==> config.mk <==
export PLATFORM = sky130hd
export DESIGN_NAME = sxe_expander
export DESIGN_NICKNAME = d
export VERILOG_FILES = /design/src/sxe_pkg.sv /design/src/sxe_expander.sv
export SDC_FILE = /design/constraint.sdc
export NUM_CORES = 1
export LEC_CHECK = 0
export ABC_AREA = 1
export BUFFER_PORTS_ARGS = -buffer_cell sky130_fd_sc_hd__buf_2
export CAP_MARGIN = 20
export CORE_MARGIN = 3
export CORE_UTILIZATION = 45
export DETAILED_ROUTE_END_ITERATION = 10
export GPL_ROUTABILITY_DRIVEN = 0
export GPL_TIMING_DRIVEN = 0
export SLEW_MARGIN = 20
export SYNTH_ARGS = -nofsm -noshare
export SYNTH_HDL_FRONTEND = slang
export SYNTH_SLANG_ARGS = --single-unit
export TNS_END_PERCENT = 100
==> constraint.sdc <==
create_clock -name clk -period 1.99 [get_ports clk]
set_clock_uncertainty 0.05 [all_clocks]
set_input_delay 0.199 -clock clk [delete_from_list [all_inputs] [get_ports clk]]
set_output_delay 0.199 -clock clk [all_outputs]
set_load 0.02 [all_outputs]
==> src/sxe_pkg.sv <==
// package for the sixteen-bit serial io expander
package sxe_pkg;
  // ==========================================================
  // register pointer codes
  localparam logic [2:0] SXE_REG_PORT0_PIN_LEVELS  = 3'h0;
  localparam logic [2:0] SXE_REG_PORT1_PIN_LEVELS  = 3'h1;
  localparam logic [2:0] SXE_REG_PORT0_DRIVE_LATCH = 3'h2;
  localparam logic [2:0] SXE_REG_PORT1_DRIVE_LATCH = 3'h3;
  localparam logic [2:0] SXE_REG_PORT0_INVERT_MASK = 3'h4;
  localparam logic [2:0] SXE_REG_PORT1_INVERT_MASK = 3'h5;
  localparam logic [2:0] SXE_REG_PORT0_DIRECTION   = 3'h6;
  localparam logic [2:0] SXE_REG_PORT1_DIRECTION   = 3'h7;
  // ==========================================================
  // reset values
  localparam logic [7:0] SXE_RST_DRIVE_LATCH = 8'hff;
  localparam logic [7:0] SXE_RST_INVERT_MASK = 8'h00;
  localparam logic [7:0] SXE_RST_DIRECTION   = 8'hff;
  localparam logic [2:0] SXE_RST_POINTER     = 3'h0;
  // ==========================================================
  // address layout
  localparam logic [4:0] SXE_ADDR_FIXED      = 5'h1d;
  localparam int         SXE_POINTER_LSB     = 0;
  localparam int         SXE_POINTER_W       = 3;
  // ==========================================================
  // bus state
  typedef enum logic [2:0] {
    SXE_IDLE, SXE_ADDR, SXE_ADDR_ACK, SXE_RX, SXE_RX_ACK, SXE_TX, SXE_TX_ACK
  } sxe_state_t;
  typedef struct packed {
    logic [7:0] g0;
    logic [7:0] g1;
  } sxe_pair_t;
  typedef struct packed {
    logic [1:0]  scl_sync;
    logic [1:0]  sda_sync;
    logic        scl_prev;
    logic        sda_prev;
    logic [1:0]  strap_sync_low;
    logic [1:0]  strap_sync_high;
    logic [1:0]  rstn_sync;
    sxe_pair_t   pin_sync0;
    sxe_pair_t   pin_sync1;
    sxe_state_t  state;
    logic [3:0]  bit_cnt;
    logic [7:0]  shift;
    logic        is_read;
    logic        got_cmd;
    logic [2:0]  pointer;
    sxe_pair_t   drive_latch;
    sxe_pair_t   invert_mask;
    sxe_pair_t   direction;
    logic        sda_oe_n;
    sxe_pair_t   pin_out;
    sxe_pair_t   pin_oe_n;
  } sxe_regs_t;
endpackage

==> src/sxe_expander.sv <==
// two-wire slave expanding sixteen port pins in two groups
`timescale 1ns/1ps
// Functional notes
// - input pins: both drivers off, pin high impedance
// - output pins driven from the output latch bit
// - start is data falling while clock high; detected
// - address byte shifted in msb first, direction bit last
// - general call address ignored and not acknowledged
// - matching address acknowledged by data low during ninth pulse
// - one bit per clock pulse; data change while clock high is start or stop
// - stop is data rising while clock high; detected
// - bytes are eight bits plus acknowledge; transmitter releases data then
// - every received byte acknowledged when addressed as receiver
// - master nack on last read byte; device releases data line
// - address is fixed five bits plus two straps, 74 to 77 hex
// - direction bit one reads, zero writes
// - first written byte after address is the command byte
// - low three command bits select one of eight registers
// - pointer persists for later reads until new command
// - reset: latch and direction all ones, invert mask zeros
// - input registers report pin levels regardless of direction
// - writes to input registers discarded
// - latch reads return latch value; latch ignored on input pins
// - direction one means input, zero means output
// - invert bit one inverts reported input level
// - after each written data byte and each master-acked read byte, pointer toggles to other register of pair; a nacked read byte leaves it
// - low reset pin holds registers and bus machine in default state
module sxe_expander
  import sxe_pkg::*;
(
  // clock and reset
  input  wire logic      clk,
  input  wire logic      rst,
  // device pins
  input  wire logic      reset_n,
  input  wire logic      addr_strap_low,
  input  wire logic      addr_strap_high,
  // serial bus
  input  wire logic      scl_in,
  input  wire logic      sda_in,
  output logic           sda_out,
  output logic           sda_oe_n,
  // port pins
  input  wire sxe_pair_t pins_in,
  output sxe_pair_t      pins_out,
  output sxe_pair_t      pins_oe_n
);
  sxe_regs_t r_r;
  sxe_regs_t r_nxt;
  // ==========================================================
  // next state
  always_comb begin
    logic       scl;
    logic       sda;
    logic       rise;
    logic       fall;
    logic       start;
    logic       stop;
    logic [6:0] own;
    logic [7:0] byte_in;
    logic [7:0] rd_val;
    logic [2:0] sel;
    sxe_pair_t  levels;
    r_nxt = r_r;
    scl = r_r.scl_sync[1];
    sda = r_r.sda_sync[1];
    rise = scl & ~r_r.scl_prev;
    fall = ~scl & r_r.scl_prev;
    start = scl & r_r.scl_prev & r_r.sda_prev & ~sda;
    stop = scl & r_r.scl_prev & ~r_r.sda_prev & sda;
    own = {SXE_ADDR_FIXED, r_r.strap_sync_high[1], r_r.strap_sync_low[1]};
    byte_in = {r_r.shift[6:0], sda};
    levels.g0 = r_r.pin_sync1.g0 ^ r_r.invert_mask.g0;
    levels.g1 = r_r.pin_sync1.g1 ^ r_r.invert_mask.g1;
    rd_val = 8'h00;
    // next read byte comes from the partner register once a byte is acked
    sel = r_r.pointer;
    if (r_r.state == SXE_TX_ACK) begin
      sel = r_r.pointer ^ 3'h1;
    end
    case (sel)
      SXE_REG_PORT0_PIN_LEVELS:  rd_val = levels.g0;
      SXE_REG_PORT1_PIN_LEVELS:  rd_val = levels.g1;
      SXE_REG_PORT0_DRIVE_LATCH: rd_val = r_r.drive_latch.g0;
      SXE_REG_PORT1_DRIVE_LATCH: rd_val = r_r.drive_latch.g1;
      SXE_REG_PORT0_INVERT_MASK: rd_val = r_r.invert_mask.g0;
      SXE_REG_PORT1_INVERT_MASK: rd_val = r_r.invert_mask.g1;
      SXE_REG_PORT0_DIRECTION:   rd_val = r_r.direction.g0;
      default:                   rd_val = r_r.direction.g1;
    endcase
    r_nxt.scl_sync = {r_r.scl_sync[0], scl_in};
    r_nxt.sda_sync = {r_r.sda_sync[0], sda_in};
    r_nxt.scl_prev = scl;
    r_nxt.sda_prev = sda;
    r_nxt.strap_sync_low = {r_r.strap_sync_low[0], addr_strap_low};
    r_nxt.strap_sync_high = {r_r.strap_sync_high[0], addr_strap_high};
    r_nxt.rstn_sync = {r_r.rstn_sync[0], reset_n};
    r_nxt.pin_sync0 = pins_in;
    r_nxt.pin_sync1 = r_r.pin_sync0;
    if (start) begin
      r_nxt.state = SXE_ADDR;
      r_nxt.bit_cnt = 4'h0;
      r_nxt.sda_oe_n = 1'b1;
    end else if (stop) begin
      r_nxt.state = SXE_IDLE;
      r_nxt.sda_oe_n = 1'b1;
    end else begin
      case (r_r.state)
        SXE_ADDR: begin
          if (rise) begin
            r_nxt.shift = byte_in;
            r_nxt.bit_cnt = r_r.bit_cnt + 4'h1;
          end
          if (fall && r_r.bit_cnt == 4'h8) begin
            // general call is zero address, never equal to own
            if (r_r.shift[7:1] == own) begin
              r_nxt.is_read = r_r.shift[0];
              r_nxt.got_cmd = 1'b0;
              r_nxt.sda_oe_n = 1'b0;
              r_nxt.state = SXE_ADDR_ACK;
            end else begin
              r_nxt.state = SXE_IDLE;
            end
          end
        end
        SXE_ADDR_ACK: begin
          if (fall) begin
            r_nxt.bit_cnt = 4'h0;
            if (r_r.is_read) begin
              r_nxt.shift = rd_val;
              r_nxt.sda_oe_n = rd_val[7];
              r_nxt.state = SXE_TX;
            end else begin
              r_nxt.sda_oe_n = 1'b1;
              r_nxt.state = SXE_RX;
            end
          end
        end
        SXE_RX: begin
          if (rise) begin
            r_nxt.shift = byte_in;
            r_nxt.bit_cnt = r_r.bit_cnt + 4'h1;
          end
          if (fall && r_r.bit_cnt == 4'h8) begin
            r_nxt.sda_oe_n = 1'b0;
            r_nxt.state = SXE_RX_ACK;
            if (!r_r.got_cmd) begin
              r_nxt.pointer = r_r.shift[SXE_POINTER_LSB +: SXE_POINTER_W];
              r_nxt.got_cmd = 1'b1;
            end else begin
              case (r_r.pointer)
                SXE_REG_PORT0_DRIVE_LATCH: r_nxt.drive_latch.g0 = r_r.shift;
                SXE_REG_PORT1_DRIVE_LATCH: r_nxt.drive_latch.g1 = r_r.shift;
                SXE_REG_PORT0_INVERT_MASK: r_nxt.invert_mask.g0 = r_r.shift;
                SXE_REG_PORT1_INVERT_MASK: r_nxt.invert_mask.g1 = r_r.shift;
                SXE_REG_PORT0_DIRECTION:   r_nxt.direction.g0 = r_r.shift;
                SXE_REG_PORT1_DIRECTION:   r_nxt.direction.g1 = r_r.shift;
                default:                   r_nxt.pointer = r_r.pointer;
              endcase
              r_nxt.pointer = r_r.pointer ^ 3'h1;
            end
          end
        end
        SXE_RX_ACK: begin
          if (fall) begin
            r_nxt.sda_oe_n = 1'b1;
            r_nxt.bit_cnt = 4'h0;
            r_nxt.state = SXE_RX;
          end
        end
        SXE_TX: begin
          if (rise) begin
            r_nxt.bit_cnt = r_r.bit_cnt + 4'h1;
          end
          if (fall) begin
            if (r_r.bit_cnt == 4'h8) begin
              r_nxt.sda_oe_n = 1'b1;
              r_nxt.state = SXE_TX_ACK;
            end else begin
              r_nxt.shift = {r_r.shift[6:0], 1'b0};
              r_nxt.sda_oe_n = r_r.shift[6];
            end
          end
        end
        SXE_TX_ACK: begin
          if (rise) begin
            // master nack ends the read and the line stays released
            r_nxt.is_read = ~sda;
          end
          if (fall) begin
            r_nxt.bit_cnt = 4'h0;
            if (r_r.is_read) begin
              r_nxt.pointer = r_r.pointer ^ 3'h1;
              r_nxt.shift = rd_val;
              r_nxt.sda_oe_n = rd_val[7];
              r_nxt.state = SXE_TX;
            end else begin
              r_nxt.state = SXE_IDLE;
            end
          end
        end
        default: begin
          r_nxt.sda_oe_n = 1'b1;
        end
      endcase
    end
    r_nxt.pin_oe_n = r_r.direction;
    r_nxt.pin_out = r_r.drive_latch;
    if (!r_r.rstn_sync[1]) begin
      r_nxt.state = SXE_IDLE;
      r_nxt.sda_oe_n = 1'b1;
      r_nxt.pointer = SXE_RST_POINTER;
      r_nxt.drive_latch = {SXE_RST_DRIVE_LATCH, SXE_RST_DRIVE_LATCH};
      r_nxt.invert_mask = {SXE_RST_INVERT_MASK, SXE_RST_INVERT_MASK};
      r_nxt.direction = {SXE_RST_DIRECTION, SXE_RST_DIRECTION};
    end
  end
  // ==========================================================
  // state register
  always_ff @(posedge clk) begin
    if (rst) begin
      r_r <= '0;
      r_r.scl_sync <= 2'h3;
      r_r.sda_sync <= 2'h3;
      r_r.scl_prev <= 1'b1;
      r_r.sda_prev <= 1'b1;
      r_r.rstn_sync <= 2'h3;
      r_r.state <= SXE_IDLE;
      r_r.sda_oe_n <= 1'b1;
      r_r.pointer <= SXE_RST_POINTER;
      r_r.drive_latch <= {SXE_RST_DRIVE_LATCH, SXE_RST_DRIVE_LATCH};
      r_r.invert_mask <= {SXE_RST_INVERT_MASK, SXE_RST_INVERT_MASK};
      r_r.direction <= {SXE_RST_DIRECTION, SXE_RST_DIRECTION};
      r_r.pin_out <= {SXE_RST_DRIVE_LATCH, SXE_RST_DRIVE_LATCH};
      r_r.pin_oe_n <= {SXE_RST_DIRECTION, SXE_RST_DIRECTION};
    end else begin
      r_r <= r_nxt;
    end
  end
  assign sda_out = 1'b0;
  assign sda_oe_n = r_r.sda_oe_n;
  assign pins_out = r_r.pin_out;
  assign pins_oe_n = r_r.pin_oe_n;
endmodule

### Word level (Yosys, flattened, before mapping)

Index checks and enable logic that the tools add are counted.

| storage, ports and cells | value |
|---|---|
| logic and storage cells | 172 |
| memories kept | 0 |
| register bits | 145 |
| latch bits | 0 |
| bits of input ports | 23 |
| output and inout bits | 34 |
| RAM bits | 0 |
| memory bits (read-only) | 0 |

| operators by class | value |
|---|---|
| bitwise gates (word level) | 19 |
| equal/unequal tests | 39 |
| mux-type cells | 56 |
| add/subtract/negate cells | 1 |
| multiply operators | 0 |
| div/mod/pow operators | 0 |
| reduce and logical (&&, ||, !) cells | 27 |
| shift-type cells | 0 |
| magnitude comparators | 0 |

Operators by type and width:

| kind | count |
|---|---|
| 48-bit 2-to-1 mux | 2 |
| 15-bit 2-to-1 mux | 6 |
| 8-bit 2-to-1 mux | 9 |
| 6-bit AND reduction | 11 |
| 65-bit 2-to-1 mux | 1 |
| 8-bit one-hot mux with 7 select lines | 1 |
| 53-bit 2-to-1 mux | 1 |
| 7-bit one-hot mux with 6 select lines | 1 |
| 12-bit 2-to-1 mux | 3 |
| 8-bit one-hot mux with 4 select lines | 1 |
| 3-bit equality test, second input constant | 10 |
| 4-bit inequality test, second input constant | 7 |
| 2-bit inequality test, second input constant | 12 |
| 8-bit AND reduction | 3 |
| 3-bit 2-to-1 mux | 7 |
| 3-bit by 2-bit equality test with 1-bit output, second input constant | 6 |
| 8-bit XOR | 2 |
| 1-bit 2-to-1 mux | 14 |
| 1-bit inverter | 10 |
| 8-bit nonzero test | 1 |
| 1-bit AND | 7 |
| 7-bit equality test | 1 |
| 7-bit 2-to-1 mux | 1 |
| 7-bit AND reduction | 1 |
| 16 further kinds | 24 |

### Longest topological paths before layout

Gate-level depths: netlist of the first run.

| logic depth | value |
|---|---|
| depth in word-level cells | 11 |
| mapped depth | 14 |
| mapped depth without buffers | 14 |

### Least setup slack after synthesis of the first run

OpenSTA, ideal clock, no wires.

| timing path | value |
|---|---|
| path type | flip-flop to flip-flop |
| from | register r_r[94] in the netlist's numbering |
| to | register r_r, in the netlist r_nxt[10] |
| slack | 257 ps |
| path buffers | 1 |
| arrival | 1545 ps |
| period minus slack after synthesis | 1733 ps |
| required time | 1801 ps |
| cell stages (with the launch flop) | 13 |
| setup time | 139 ps |
| cell sequence | dfxtp_1 -> inv_1 -> ha_1 -> nand2_1 -> nor2_1 -> inv_1 -> nor2_4 -> inv_2 -> nor3_2 -> nand3_2 -> buf_2 -> nand2_1 -> o211ai_2 |

| on the way | value |
|---|---|
| word-level cells in the longest chain between the ends | 3 |

Ends and longest elaborated chain:

| what | RTL line | RTL |
|---|---|---|
| start: declaration | sxe_expander.sv:48 | `sxe_regs_t r_r;` |
| start signal: assignment | sxe_expander.sv:237 | `r_r <= r_nxt;` |
| 4-bit equality test | sxe_expander.sv:144 | `if (fall && r_r.bit_cnt == 4'h8) begin` |
| 1-bit logical AND | sxe_expander.sv:144 |  |
| 6-bit AND reduction (no line) | n/a |  |

No other way between the ends.
A chain may end at the register's enable or synchronous reset.

### Final worst setup path of the first run

| timing path | value |
|---|---|
| from | register r_r[94] in the netlist's numbering |
| to | register r_r, in the netlist r_nxt[12] |

Same word-level chain as after synthesis.

==> results of run 1 <==
per-layer routing:
metal | track usage, % | routed length [µm] | up-vias
met5 | 0 | 0 | -
met2 | 35.0 | 7490 | 226
li1 | - | - | 2789
met4 | 8.97 | 429 | 0
met1 | 27.3 | 7030 | 2486
met3 | 4.81 | 1070 | 38
power breakdown:
| part | total (W) | switching, W | internal, W | leakage (nW) |
|---|---|---|---|---|
| sequential | 0.00298 | 0.0000241 | 0.00295 | 1.18 |
| clock | 0.00327 | 0.00123 | 0.00204 | 0.302 |
| combinational | 0.000350 | 0.000218 | 0.000132 | 2.23 |
metrics by stage:
stage	total power [W]	instance area, µm²	setup TNS (ns)
floorplan	0.00324	6260	0
global placement	0.00333	6750	-0.175
detailed placement	0.00334	6750	-0.815
CTS	0.00663	7620	0
global route	0.00682	7870	-0.220
finish	0.00660	7870	0
placed cells by master, fill, tap and decap left out, drive strengths merged, types with 21 or more instances in the layout:
| cell type | n |
|---|---|
| a21oi | 50 |
| buf | 118 |
| clkbuf | 38 |
| dfxtp | 145 |
| dlygate4sd3 | 21 |
| inv | 106 |
| nand2 | 149 |
| nand3 | 27 |
| nor2 | 106 |
| o211ai | 26 |
| o21ai | 53 |
| or2 | 23 |
final cells by class:
| type | instances | area, µm² | share of cell area (%) |
|---|---|---|---|
| buffer | 65 | 435 | 5.53 |
| clock buffer | 20 | 457 | 5.80 |
| clock inverter | 12 | 155 | 1.97 |
| inverter | 108 | 420 | 5.34 |
| multi-input combinational | 496 | 2660 | 33.7 |
| sequential | 145 | 2910 | 36.9 |
| tap | 176 | 220 | 2.80 |
| timing repair buffer | 92 | 616 | 7.82 |
| timing repair inverter | 1 | 7.51 | 0.0954 |
logic make-up (layout without fill, tap and decap cells):
logic type	Yosys count	in the layout	share of synthesized area [%]
adders and majority gates	2	2	0.399
DFF	145	145	46.3
AOI/OAI and AO/OA	142	142	13.6
buffers and inverters	173	298	13.0
and+or+nand+nor	333	333	24.1
other	1	1	0.0599
xor gates and xnor gates	18	18	2.52
sequential cells by signal (all words and copies together) (netlist names), named ones only:
signal     flops
r_nxt         55
sda_oe_n       1
r_r           49
pins_out      16
pins_oe_n     16
worst max path at each step:
| stage | startpoint | end | slack (ns) | cells after the start |
|---|---|---|---|---|
| final | r_r[94] | r_nxt[12] | 0.04 | 12 |
| after global routing | r_r[94] | r_nxt[13] | -0.05 | 12 |
| after CTS | r_r[94] | r_nxt[21] | 0.003 | 12 |
| after detailed placement | r_r[94] | r_nxt[10] | -0.15 | 12 |
| after global placement | r_r[94] | r_nxt[10] | -0.06 | 12 |
| after floorplan | r_r[94] | r_nxt[10] | 0.26 | 12 |
worst max-delay path, cell delays in order (launching register included):
cell	delay, ns
dfxtp_2	0.33
inv_2	0.08
ha_4	0.12
nand2_2	0.05
nor2_2	0.11
inv_2	0.07
nor2_4	0.21
inv_4	0.08
nor3_4	0.23
nand3_4	0.14
buf_6	0.16
a21oi_2	0.13
o21ai_1	0.08
repair_timing:
item,CTS,global route
gates cloned,0,1
buffers inserted,2,15
hold buffers,21,0
setup endpoints to repair,16,61
pin swaps,1,10
gates resized for setup,6,45
endpoints found under the hold margin,21,0
==> results.toml, run 1 <==
[placed_design]
pre_cts_slack_ns = -0.149
placedCellCount = 1044
dp_hpwl_um = 11300
port_buffers = 54

[power_and_ir_drop]
p_leak_nw = 3.71
ir_worst_vdd_mv = 0.659
power_density_mw_per_mm2 = 838

[drt]
num_vias = 5539
via_per_inst = 4.97
drt_iter0_markers = 576
drc = 0
firstDrtPassIters = 6
antenna_left = 0
wl_um = 16000
wire_per_inst_um = 14.4

[synth]
synth_commonest_cells = "dfxtp_1 (145), nand2_1 (145), nor2_1 (99), inv_1 (86), a21oi_1 (50)"
synth_flop_cell = "dfxtp_1"
ys_ff_latch = 145
yosys.area.top_type = "dfxtp_1"
ys_seq_area_share_pct = 46.3
synthCells = 814
synth_area_leaders = "dfxtp_1 (46%), nand2_1 (8.7%), nor2_1 (5.9%), inv_1 (5.2%), buf_4 (4.1%)"
synth_area_per_cell_um2 = 7.69
synth_edf_count = 0
syn_area_mm2 = 0.00626
synth_top_area_share_pct = 46.3
synth_warnings = 0
ys_types = 41
syn-num-nets = 839
async_flop_share_pct = 0

[setup_path]
required_ns = 2.24
reg2reg_from = "r_r[94]"
reg2reg_slack_ns = 0.04
endpoint_kind = "register"
crit_path_start_kind = "register"
critPathArrivalTime_ns = 2.20
path_class = "reg2reg"
cp_max_fo = 6
rr_worst_depth = 12
reg2reg_to = "r_nxt[12]"

[grt]
grt_remaining_overflow = 0
track_usage_pct = 21.4
grt_max_degree = 17
grt_pass1_wl_um = 24900
antenna_found_initial = 0
grt_pass1_vias = 4981

[clocking]
cts_tree = "built"
root_buffer = "clkbuf_16"
cts.sink_count = 145
path_clk_slew_ns = 0.06
cts_max_level = 4
clkLatencyLatePin_ns = 0.42
clockBufferDepth = 2
cts_buffers = 17

[timing]
worst_slew_pin_slew_ns = 0.653
slew_headroom_pct = 56.5
hold_viol = 0
setup_viol = 0
slew_violations = 0
setup_ws_ns = 0.0404
rsz0062_at_grt = "true"
fmax_mhz = 513
holdWs_ns = 0.349
post-route-period-util_pct = 98.0
layout_min_cycle_time_ns = 1.95

[layout]
finalCoreUtilization_pct = 58.5
nets = 951
layout.cells.non_filler = 1115
drive_above_1_share_pct = 25.6
n_antenna_cell = 0
syn2layout_area_growth_pct = 25.7
n_fill_cell = 1229

[floorplan]
initial_core_util_pct = 46.6
die_h_um = 124
die_area_mm2 = 0.0154
core_area_mm2 = 0.0135
ioPinCount = 57
die_x_um = 124
rows = 42

[hold_path]
worstHoldStart = "r_nxt[104]"
whs_path_depth = 2
hold_path_class = "reg2reg"
hold_end = "r_r[104]"

[job]
maxCapViolations = 0

[outcome]
status = "finished, final reports clean"
(Power assumes the default switching activity.)
==> run 2, diff against run 1 <==
CTS_CLUSTER_SIZE = 16   (was not set)
SETUP_SLACK_MARGIN = 0.2   (was not set)
clock period = 2.05 ns   (was 1.99 ns; I/O delays follow)
==> results.toml, run 2 (same netlist as run 1, synthesis figures left out) <==
[layout]
register_area_mm2 = 0.00291
finalCoreUtilization_pct = 60.1
final_cell_mix = "nand2_1 (139), dfxtp_1 (138), nor2_1 (93)"
multi_input_area_mm2 = 0.00276
drive_above_1_share_pct = 29.1
n_antenna_cell = 0
final_common_cell = "nand2_1"
nets = 961
syn2layout_area_growth_pct = 29.0
largest_reg_flops = 55
n_fill_cell = 1206

[setup_path]
reg2reg_slack_ns = 0.23
endpoint_kind = "register"
cp_max_fo = 6
rr_worst_depth = 13
reg2reg_from = "r_r[94]"
critPathArrivalTime_ns = 2.13
path_class = "reg2reg"
crit_path_start_kind = "register"
reg2reg_to = "r_r[62]"
required_ns = 2.35

[grt]
grt_remaining_overflow = 0
antenna_found_initial = 0
grt_pass1_vias = 5152
track_usage_pct = 22.1
grt_max_degree = 17
grt_pass1_wl_um = 25700
grt_use_met2_pct = 37.0
grt_util_met1_pct = 27.6
grtUsageMet3_pct = 4.95
grt_busiest_layer = "met2"

[timing]
slew_violations = 0
holdWs_ns = 0.348
layout_min_cycle_time_ns = 1.82
fmax_mhz = 548
worst_slew_pin_slew_ns = 0.743
rsz0062_at_grt = "true"
hold_viol = 0
slew_headroom_pct = 50.5
setup_viol = 0
post-route-period-util_pct = 89.0

[drt]
firstDrtPassIters = 6
drt_iter0_markers = 628
antenna_left = 0
wl_um = 16600
drc = 0
via_per_inst = 4.99
wire_per_inst_um = 14.8
num_vias = 5613

[hold_path]
worstHoldStart = "r_nxt[104]"
hold_end = "r_r[104]"
hold_path_class = "reg2reg"
whs_path_depth = 2

[clocking]
clkLatencyLatePin_ns = 0.43
root_buffer = "clkbuf_16"
cts.sink_count = 145
cts_max_level = 4
path_clk_slew_ns = 0.06
cts_tree = "built"
cts_buffers = 17
clockBufferDepth = 2

[floorplan]
core_area_mm2 = 0.0135
rows = 42
initial_core_util_pct = 46.6
die_x_um = 124
die_h_um = 124
ioPinCount = 57
die_area_mm2 = 0.0154

[power_and_ir_drop]
ir_worst_vdd_mv = 0.614
p_leak_nw = 3.80
p_total_w = 0.00644
power_density_mw_per_mm2 = 797

[outcome]
status = "finished, final reports clean"

[placed_design]
dp_hpwl_um = 11300
port_buffers = 54

[job]
maxCapViolations = 0
-- run 2: worst max-delay path by stage --
stage / cells past startpoint / endpoint / slack [ns] / start
final: 13 / r_r[62] / 0.23 / r_r[94]
after global routing: 12 / r_nxt[13] / 0.13 / r_r[94]
after CTS: 12 / r_nxt[12] / 0.16 / r_r[94]
after detailed placement: 12 / r_nxt[10] / -0.09 / r_r[94]
after global placement: 12 / r_nxt[10] / -0.003 / r_r[94]
after floorplan: 12 / r_nxt[10] / 0.32 / r_r[94]
-- run 2: final cells by class --
cell class	count	area share [%]
sequential	145	36.1
multi-input combinational	496	34.1
timing repair buffer	102	8.61
clock buffer	20	5.65
buffer	65	5.65
inverter	108	5.17
tap	176	2.72
clock inverter	12	1.92
timing repair inverter	1	0.0929
-- run 2: per-stage QoR --
| step | cells | worst slack (ns) | setup TNS [ns] | area [µm²] |
|---|---|---|---|---|
| finish | 1125 | 0.226 | 0 | 8080 |
| global route | 1125 | 0.133 | 0 | 8080 |
| CTS | 1116 | 0.158 | 0 | 7860 |
| detailed placement | 1044 | -0.0890 | -0.205 | 6750 |
| global placement | 1044 | -0.00270 | -0.00270 | 6750 |
| floorplan | 814 | 0.317 | 0 | 6260 |
-- run 2: routing by layer --
layer  vias to the layer above  wire length [µm]
met3                        44              1090
met5                         -                 0
met4                         0               469
met1                      2544              7230
met2                       215              7850
li1                       2810                 -
-- run 2: repair_timing --
item,4_1_cts,5_1_grt
setup buffers,16,8
cloned,3,1
hold endpoints to repair,21,0
hold buffers,21,0
pin swaps,12,20
resized for setup,46,52
endpoints found under the setup margin,58,66
-- run 2: worst max-delay path: stages, from the launching register on --
cell	delay [ns]
dfxtp_2	0.32
inv_2	0.08
ha_4	0.12
nand2_2	0.05
nor2_2	0.09
inv_2	0.07
nor2_4	0.18
nand2_1	0.09
inv_2	0.11
nand4_4	0.15
inv_2	0.11
buf_6	0.12
o21ai_2	0.05
a21oi_1	0.15
-- run 2: power breakdown --
| group | internal, W | switching (W) | total [W] |
|---|---|---|---|
| Combinational | 0.000141 | 0.000222 | 0.000363 |
| Sequential | 0.00287 | 0.0000238 | 0.00289 |
| Clock | 0.00198 | 0.00121 | 0.00319 |
| Total | 0.00499 | 0.00145 | 0.00644 |
